$ cat src/design/dac_gc_pkg.sv
package dac_gc_pkg;
  localparam logic [7:0] GC_ADDR_BYTE = 8'h00;
  localparam logic [7:0] CMD_WAKE = 8'h0A;
  localparam logic [7:0] CMD_RESET = 8'h06;
  localparam logic [1:0] PD_ACTIVE = 2'h0;
  localparam logic [1:0] REF_SUPPLY = 2'h0;
  localparam logic [2:0] LAST_BIT = 3'h7;
  localparam int RW_BIT = 0;
  localparam int ADDR_MSB = 7;
  localparam int ADDR_LSB = 1;
  localparam int CLK_PERIOD_NS = 40;
  localparam int DEF_CHANNELS = 2;
  localparam int DEF_RES = 12;
  localparam logic [6:0] DEF_DEV_ADDR = 7'h60;

  typedef enum logic [2:0] {
    S_IDLE,
    S_ADDR,
    S_ACK,
    S_GCCMD,
    S_IGNORE
  } phase_t;
endpackage : dac_gc_pkg

$ cat src/design/line_events_if.sv
`timescale 1ns/1ps
interface line_events_if;
  logic start;
  logic stop;
  logic rise;
  logic fall;
  logic sdaNow;
  modport mon (output start, stop, rise, fall, sdaNow);
  modport core (input start, stop, rise, fall, sdaNow);
endinterface : line_events_if

$ cat src/design/line_monitor.sv
`timescale 1ns/1ps
module line_monitor (
  input wire logic clk,
  input wire logic rst,
  input wire logic ce,
  input wire logic scl,
  input wire logic sdaIn,
  line_events_if.mon ev
);
  typedef struct packed {
    logic sclA;
    logic sdaA;
    logic sclB;
    logic sdaB;
  } mon_state_t;

  mon_state_t st_reg;
  mon_state_t st_next;

  always_comb begin
    st_next = st_reg;
    if (ce) begin
      st_next.sclA = scl;
      st_next.sdaA = sdaIn;
      st_next.sclB = st_reg.sclA;
      st_next.sdaB = st_reg.sdaA;
    end
  end

  // Idle-high reset value keeps a spurious SCL rise from firing after reset
  always_ff @(posedge clk or posedge rst) begin
    if (rst) begin
      st_reg <= '{sclA: 1'b1, sdaA: 1'b1, sclB: 1'b1, sdaB: 1'b1};
    end else begin
      st_reg <= st_next;
    end
  end

  assign ev.start = st_reg.sclA & st_reg.sclB & st_reg.sdaB & ~st_reg.sdaA;
  assign ev.stop = st_reg.sclA & st_reg.sclB & ~st_reg.sdaB & st_reg.sdaA;
  assign ev.rise = st_reg.sclA & ~st_reg.sclB;
  assign ev.fall = ~st_reg.sclA & st_reg.sclB;
  assign ev.sdaNow = st_reg.sdaA;
endmodule : line_monitor

$ cat src/design/dac_gc_slave.sv
`timescale 1ns/1ps
// Overview of operation
// - Acknowledge all-zero first byte; next byte is the general call command.
// - Command byte 00001010 clears all volatile power-down selections to 00.
// - Power-down clearing happens at SCL rise of the command's last data bit.
// - Drive acknowledge low after general call address and after wake-up byte.
// - No Stop needed after wake-up; further wake-up or reset codes accepted.
// - Own address with read bit high is acknowledged with 0; master then stops.
// - Reference selection 00 makes the supply rail that channel's reference.
// - Per-channel gain selection bit chooses output amplifier gain of 1 or 2.
// - Output is code times gain over two to the resolution; 4096 steps.
module dac_gc_slave
  import dac_gc_pkg::*;
#(
  parameter int CH = DEF_CHANNELS,
  parameter int RES = DEF_RES,
  parameter logic [6:0] DEV_ADDR = DEF_DEV_ADDR
) (
  input wire logic clk,
  input wire logic rst,
  input wire logic ce,
  input wire logic scl,
  input wire logic sdaIn,
  output logic sdaOut,
  output logic sdaOe,
  input wire logic cfgLoad,
  input wire logic [CH-1:0][1:0] cfgPowerDown,
  input wire logic [CH-1:0][1:0] cfgRef,
  input wire logic [CH-1:0] cfgGain,
  input wire logic dacLoad,
  input wire logic [CH-1:0][RES-1:0] dacCode,
  output logic [CH-1:0][1:0] powerDownSel,
  output logic [CH-1:0][1:0] referenceSelect,
  output logic [CH-1:0] gainSelect,
  output logic [CH-1:0] supplyRefOn,
  output logic [CH-1:0][RES:0] scaledCode,
  output logic wakeEvent
);
  typedef struct packed {
    phase_t phase;
    phase_t after;
    logic [2:0] bitCnt;
    logic [7:0] shift;
    logic ackPending;
    logic ackArmed;
    logic drive;
    logic sdaLevel;
    logic wake;
    logic [CH-1:0][1:0] pd;
    logic [CH-1:0][1:0] refPick;
    logic [CH-1:0] gain;
    logic [CH-1:0] supply;
    logic [CH-1:0][RES-1:0] code;
    logic [CH-1:0][RES:0] scaled;
  } core_state_t;

  core_state_t st_reg;
  core_state_t st_next;
  logic [7:0] byteNow;

  line_events_if ev ();

  line_monitor u_mon (
    .clk(clk),
    .rst(rst),
    .ce(ce),
    .scl(scl),
    .sdaIn(sdaIn),
    .ev(ev)
  );

  function automatic logic [7:0] nextByte(input logic [7:0] sh,
                                          input logic b);
    nextByte = {sh[6:0], b};
  endfunction : nextByte

  // Gain 2 is a one-bit left shift of the code
  function automatic logic [RES:0] scale(input logic [RES-1:0] c,
                                         input logic g);
    scale = g ? {c, 1'b0} : {1'b0, c};
  endfunction : scale

  assign byteNow = nextByte(st_reg.shift, ev.sdaNow);

  always_comb begin
    st_next = st_reg;
    if (ce) begin
      st_next.wake = 1'b0;
      if (cfgLoad) begin
        st_next.pd = cfgPowerDown;
        st_next.refPick = cfgRef;
        st_next.gain = cfgGain;
      end
      if (dacLoad) begin
        st_next.code = dacCode;
      end
      if (ev.start) begin
        st_next.phase = S_ADDR;
        st_next.bitCnt = '0;
        st_next.drive = 1'b0;
        st_next.ackArmed = 1'b0;
      end else if (ev.stop) begin
        st_next.phase = S_IDLE;
        st_next.drive = 1'b0;
        st_next.ackArmed = 1'b0;
      end else begin
        unique case (st_reg.phase)
          S_IDLE, S_IGNORE: begin
            st_next.drive = 1'b0;
          end
          S_ADDR, S_GCCMD: begin
            if (ev.rise) begin
              st_next.shift = byteNow;
              st_next.bitCnt = st_reg.bitCnt + 3'h1;
              if (st_reg.bitCnt == LAST_BIT) begin
                st_next.phase = S_ACK;
                st_next.ackPending = 1'b0;
                st_next.after = S_IGNORE;
                if (st_reg.phase == S_ADDR) begin
                  if (byteNow == GC_ADDR_BYTE) begin
                    st_next.ackPending = 1'b1;
                    st_next.after = S_GCCMD;
                  end else if (byteNow[ADDR_MSB:ADDR_LSB] == DEV_ADDR) begin
                    // Only probing is served; data bytes are not decoded
                    st_next.ackPending = 1'b1;
                  end
                end else if (byteNow == CMD_WAKE) begin
                  st_next.pd = '0;
                  st_next.wake = 1'b1;
                  st_next.ackPending = 1'b1;
                  st_next.after = S_GCCMD;
                end else if (byteNow == CMD_RESET) begin
                  // Reset action itself belongs to a neighbouring block
                  st_next.ackPending = 1'b1;
                  st_next.after = S_GCCMD;
                end
              end
            end
          end
          S_ACK: begin
            if (ev.fall) begin
              if (!st_reg.ackArmed) begin
                st_next.ackArmed = 1'b1;
                st_next.drive = st_reg.ackPending;
              end else begin
                st_next.ackArmed = 1'b0;
                st_next.drive = 1'b0;
                st_next.phase = st_reg.after;
                st_next.bitCnt = '0;
              end
            end
          end
          default: begin
            st_next.phase = S_IDLE;
            st_next.drive = 1'b0;
          end
        endcase
      end
      for (int i = 0; i < CH; i++) begin
        st_next.supply[i] = (st_next.refPick[i] == REF_SUPPLY);
        st_next.scaled[i] = scale(st_next.code[i], st_next.gain[i]);
      end
    end
  end

  // Reset leaves channels powered with supply reference and unity gain
  always_ff @(posedge clk or posedge rst) begin
    if (rst) begin
      st_reg <= '{phase: S_IDLE, after: S_IDLE, refPick: {CH{REF_SUPPLY}},
                  pd: {CH{PD_ACTIVE}}, supply: '1, default: '0};
    end else begin
      st_reg <= st_next;
    end
  end

  assign sdaOut = st_reg.sdaLevel;
  assign sdaOe = st_reg.drive;
  assign powerDownSel = st_reg.pd;
  assign referenceSelect = st_reg.refPick;
  assign gainSelect = st_reg.gain;
  assign supplyRefOn = st_reg.supply;
  assign scaledCode = st_reg.scaled;
  assign wakeEvent = st_reg.wake;

  logic wakeHit;
  logic byteEnd;
  assign byteEnd = ce && !ev.start && !ev.stop && ev.rise &&
                   st_reg.bitCnt == LAST_BIT;
  assign wakeHit = byteEnd && st_reg.phase == S_GCCMD &&
                   byteNow == CMD_WAKE;

  a_gc_addr_ack: assert property (@(posedge clk) disable iff (rst)
    byteEnd && st_reg.phase == S_ADDR && byteNow == GC_ADDR_BYTE |=>
    st_reg.phase == S_ACK && st_reg.ackPending && st_reg.after == S_GCCMD)
    else $error("general call address not acknowledged");

  a_wake_clears_pd: assert property (@(posedge clk) disable iff (rst)
    wakeHit |=> powerDownSel == '0 && wakeEvent)
    else $error("wake-up did not clear power-down");

  a_wake_timing: assert property (@(posedge clk) disable iff (rst)
    $rose(wakeEvent) |-> $past(ev.rise) && $past(st_reg.bitCnt) == LAST_BIT)
    else $error("wake-up not at last data bit rise");

  a_ack_drive_low: assert property (@(posedge clk) disable iff (rst)
    st_reg.phase == S_ACK && st_reg.ackArmed && st_reg.ackPending
    |-> sdaOe && !sdaOut)
    else $error("acknowledge not driven low");

  a_cmd_chain: assert property (@(posedge clk) disable iff (rst)
    ce && !ev.start && !ev.stop && ev.fall && st_reg.phase == S_ACK &&
    st_reg.ackArmed && st_reg.after == S_GCCMD
    |=> st_reg.phase == S_GCCMD && st_reg.bitCnt == 3'h0 && !sdaOe)
    else $error("command phase not re-entered after ack");

  a_probe_ack: assert property (@(posedge clk) disable iff (rst)
    byteEnd && st_reg.phase == S_ADDR && byteNow[RW_BIT] &&
    byteNow[ADDR_MSB:ADDR_LSB] == DEV_ADDR
    |=> st_reg.ackPending && st_reg.after == S_IGNORE)
    else $error("probe address not acknowledged");

  a_supply_ref: assert property (@(posedge clk) disable iff (rst)
    ##1 supplyRefOn[0] == (referenceSelect[0] == REF_SUPPLY))
    else $error("supply reference flag wrong");

  a_gain_follow: assert property (@(posedge clk) disable iff (rst)
    ce && cfgLoad && !wakeHit |=> gainSelect == $past(cfgGain))
    else $error("gain selection not loaded");

  a_scale_ch0: assert property (@(posedge clk) disable iff (rst)
    ##1 int'(scaledCode[0]) ==
    int'(st_reg.code[0]) * (gainSelect[0] ? 2 : 1))
    else $error("scaled code mismatch");

  a_wake_keeps_code: assert property (@(posedge clk) disable iff (rst)
    wakeHit && !dacLoad && !cfgLoad
    |=> $stable(st_reg.code) && $stable(referenceSelect) &&
    $stable(gainSelect))
    else $error("wake-up changed other settings");

  c_wake: cover property (@(posedge clk) disable iff (rst) wakeEvent);
  c_double_wake: cover property (@(posedge clk) disable iff (rst)
    wakeEvent ##[1:400] wakeEvent);
  c_probe: cover property (@(posedge clk) disable iff (rst)
    st_reg.phase == S_ACK && st_reg.after == S_IGNORE && sdaOe);
  c_nack: cover property (@(posedge clk) disable iff (rst)
    st_reg.phase == S_ACK && st_reg.ackArmed && !st_reg.ackPending);
endmodule : dac_gc_slave

$ cat config.mk
export PLATFORM = sky130hd
export DESIGN_NAME = dac_gc_slave
export DESIGN_NICKNAME = d
export VERILOG_FILES = /design/src/design/dac_gc_pkg.sv /design/src/design/line_events_if.sv /design/src/design/line_monitor.sv /design/src/design/dac_gc_slave.sv
export SDC_FILE = /design/constraint.sdc
export NUM_CORES = 1
export LEC_CHECK = 0
export BUFFER_PORTS_ARGS = -buffer_cell sky130_fd_sc_hd__buf_4
export CORE_ASPECT_RATIO = 0.6
export CORE_UTILIZATION = 30
export CTS_CLUSTER_SIZE = 30
export DETAILED_ROUTE_END_ITERATION = 8
export GPL_TIMING_DRIVEN = 0
export HOLD_SLACK_MARGIN = 0.06
export SLEW_MARGIN = 10
export SYNTH_ARGS = -nofsm -noshare
export SYNTH_HDL_FRONTEND = slang
export SYNTH_SLANG_ARGS = --single-unit
$ cat constraint.sdc
create_clock -name clk -period 7.08 [get_ports clk]
set_input_delay 0.708 -clock clk [delete_from_list [all_inputs] [get_ports clk]]
set_output_delay 0.708 -clock clk [all_outputs]
set_load 0.02 [all_outputs]
==> results.md <==
* Critical path's slowest cell: nor4_1
* Top Metal Used: met4
* First-pass DRT Iterations at 4
* Commonest cells in the netlist: 79 x dfrtp_1, 68 x mux2_2, 40 x buf_4
* Critical path class: in2reg
* Vias in the first global route at 3077
* VDD IR max at 102 uV
* CTS Hold Bufs at 0
* GP Congestion at roughly 0.84
* CP startpoint kind: input pin
* Share of cells above drive strength 1 at 53.9%
* P_sw at 0.408 mW
* Final TNS setup at 0 ns
* CTS tree: yes
* Largest net degree at the start of global routing at a little under 50
* Crit-path cells: buf_4 > clkinv_1 > or2_2 > clkbuf_1 > nor4_1 > a21oi_1
* Port bufs at between 70 and 80
* Cell count after synthesis at 342
* Core ar. at about 0.014 sq mm
* Die Y at 96.2 um
* Final WL at between 9000 and 10000 um
* Mapped Nets at 385
* Sequential share of power at 41.1%
* Initial drt markers at 172
* Initial Utilization at 31.6%
* Initial antenna violation count at 0
* RSZ-0062 raised after global routing: no
* Post-route cell area at 0.00561 sq mm
* Post-cts gate resize count at 0
* Post-synth top area share at 44.6%
* Worst r2r src: u_mon.st_reg[3]
* Die area at 0.0153 sq mm
* Crit-path max cell delay at 0.99 ns
* Slew margin rel. at 25.1%
* Reg-to-reg setup timing slack at 4.57 ns
* Clock Latency Late Sink at 0.33 ns
* Worst-margin pin slew at 1.11 ns
* Fin crit share at 36.9%
* Synth top area cells: dfrtp_1 45%, mux2_2 17%, mux4_2 11%
* Tmin final at 2.62 ns
* Internal power at 1.09 mW
* Worst-path clk slew at ~0.06 ns
* Cell taking the most area after synthesis: dfrtp_1
* Flip-flop count of the largest register after layout at 34
* FP Rows at 33
* CTS max path bufs at 2
* Slew Limit Fails at 0
* Die Wd at 159 um
* CP Data Required Time at ~7.2 ns
* Remaining antenna violation count at 0
* Tot GR Track Use at 14.1%
* Sink Count at 85
* H-tree depth at 3
* Async SR Flop Fraction at between 90% and 100%
* Final Hold Fails at 0
* DP HPWL at 7520 um
* Reg2Reg Capture Point: powerDownSel[2]
* Post-synth EDFFs at 0
* Syn-to-layout area delta at 26.5%
* DR WL/cell at 15.8 um
* First-pass GRT wire length at 16500 um
* Setup violators final at 0
* Status: complete, no violations
* Met2 Wirelength at roughly 4400 um
* Via/cell ratio at 4.76
* Root buf cell: clkbuf_16
* Seq cells post-synth at 85
* Post-synth cell types at 45
* PwrDens at 267 mW/mm^2
* Clk pwr share at 32.4%
* Switching portion of total power at 27.2%
* Pleak at 2.52 nW
* CP Capture Type: flip-flop
* Vias at 2996
* Postcts setup bufs at 0
* Syn. warnings at 0
* Main synth FF type: dfrtp_1
* Ant diodes at 0
* Met1 WL at slightly above 5000 um
* CP max FO at 9
* R2r worst-path depth at 5
* Drt drc at 0
* Critical path arrival at 2.78 ns
* Total CTS buffers at 9
* Mapped Area at 0.00444 sq mm
* Max-cap violations at 0
* DP Area at 0.00530 sq mm
* Comb pwr share at 26.5%
* Max Freq at 0.382 GHz
* Post-synthesis sequential area ratio at 48.1%
* Final #Nets at 476
* Gr ovfl total at 0
* Top-level port count at 82
* WL met3 at 551 um
* Hold Path Class: in2async
* Worst Clk Skew at just over 0.004 ns
* Count leader, synth: dfrtp_1
* Mean Syn Cell Area at 13.0 sq um
worst max-delay path, delay by kind of cell:
family | cells | cell delay (ns)
AO/OA/AOI/OAI | 1 | 0.09
AND/OR/NAND/NOR | 2 | 1.37
buffers and inverters | 3 | 0.60
logic make-up after synthesis:
| logic type | Yosys count | share of synthesized area (%) |
|---|---|---|
| and+or+nand+nor | 58 | 7.25 |
| buffers and inverters | 64 | 8.86 |
| xor gates and xnor gates | 2 | 0.395 |
| other | 1 | 0.0845 |
| muxes | 96 | 29.8 |
| adders and majority gates | 2 | 0.564 |
| DFF | 85 | 48.1 |
| AOI/OAI and AO/OA | 34 | 4.94 |
cells in the final DEF (no fill, tap or decap), types with 2 or more instances in the layout:
cell type  count
a21o_1         4
a21oi_1       14
a31oi_1        2
and3_1         2
buf_1          2
buf_2          2
buf_4        119
clkbuf_1      14
clkbuf_16      9
clkbuf_8       3
dfrtp_1       79
dfstp_2        6
ha_1           2
inv_1          5
mux2_2        68
mux2i_1        6
mux4_2        22
nand2_1       10
nand3_1        8
nand3b_1       3
nand4b_1       3
nor2_1        12
nor3_1         6
nor3b_1        2
o211a_1        2
o211ai_1       2
o21ai_0        4
o2bb2ai_1      2
or4_1          2
per-layer routing:
metal	GRT usage, %	up-vias
met4	3.13	0
li1	-	1398
met2	21.2	84
met3	4.27	2
met5	0	-
met1	19.8	1512
final cells by class:
type                       count  area [sq um]
clock inverter                 3          42.5
tap                          192           240
buffer                        57           367
clock buffer                  13           270
fill                        1374          8430
sequential                    85          2130
timing repair buffer          80           621
multi-input combinational    193          1910
inverter                       7          28.8
through the flow:
step / util (%) / power [mW] / worst slack, ns / std cells / hold WS, ns
after floorplan: - / 0.888 / 4.19 / 342 / 0.455
after global placement: 37.5 / 1.01 / 3.09 / 613 / 0.468
after detailed placement: 37.7 / 1.03 / 4.13 / 614 / 0.474
after CTS: 40.0 / 1.52 / 4.48 / 630 / 0.432
after global routing: 40.0 / 1.58 / 4.26 / 630 / 0.444
final: 40.0 / 1.50 / 4.46 / 630 / 0.411
worst max-delay path by stage:
| stage | endpoint | cells after the start | slack [ns] | start |
|---|---|---|---|---|
| after floorplan | byteNow[1] | 1 | 4.19 | rst |
| after global placement | scaledCode[19] | 2 | 3.09 | rst |
| after detailed placement | scaledCode[8] | 6 | 4.13 | cfgLoad |
| after CTS | scaledCode[8] | 6 | 4.48 | cfgLoad |
| after global routing | powerDownSel[3] | 6 | 4.26 | ce |
| final | powerDownSel[2] | 6 | 4.46 | ce |
power by group through the flow:
stage,combinational (mW),sequential (mW),clock (mW)
2_1_floorplan,0.282,0.606,0
6_report,0.397,0.616,0.486
3_5_place_dp,0.401,0.625,0
4_1_cts,0.401,0.617,0.500
5_1_grt,0.428,0.629,0.521
3_3_place_gp,0.391,0.621,0
(Power assumes the default switching activity.)
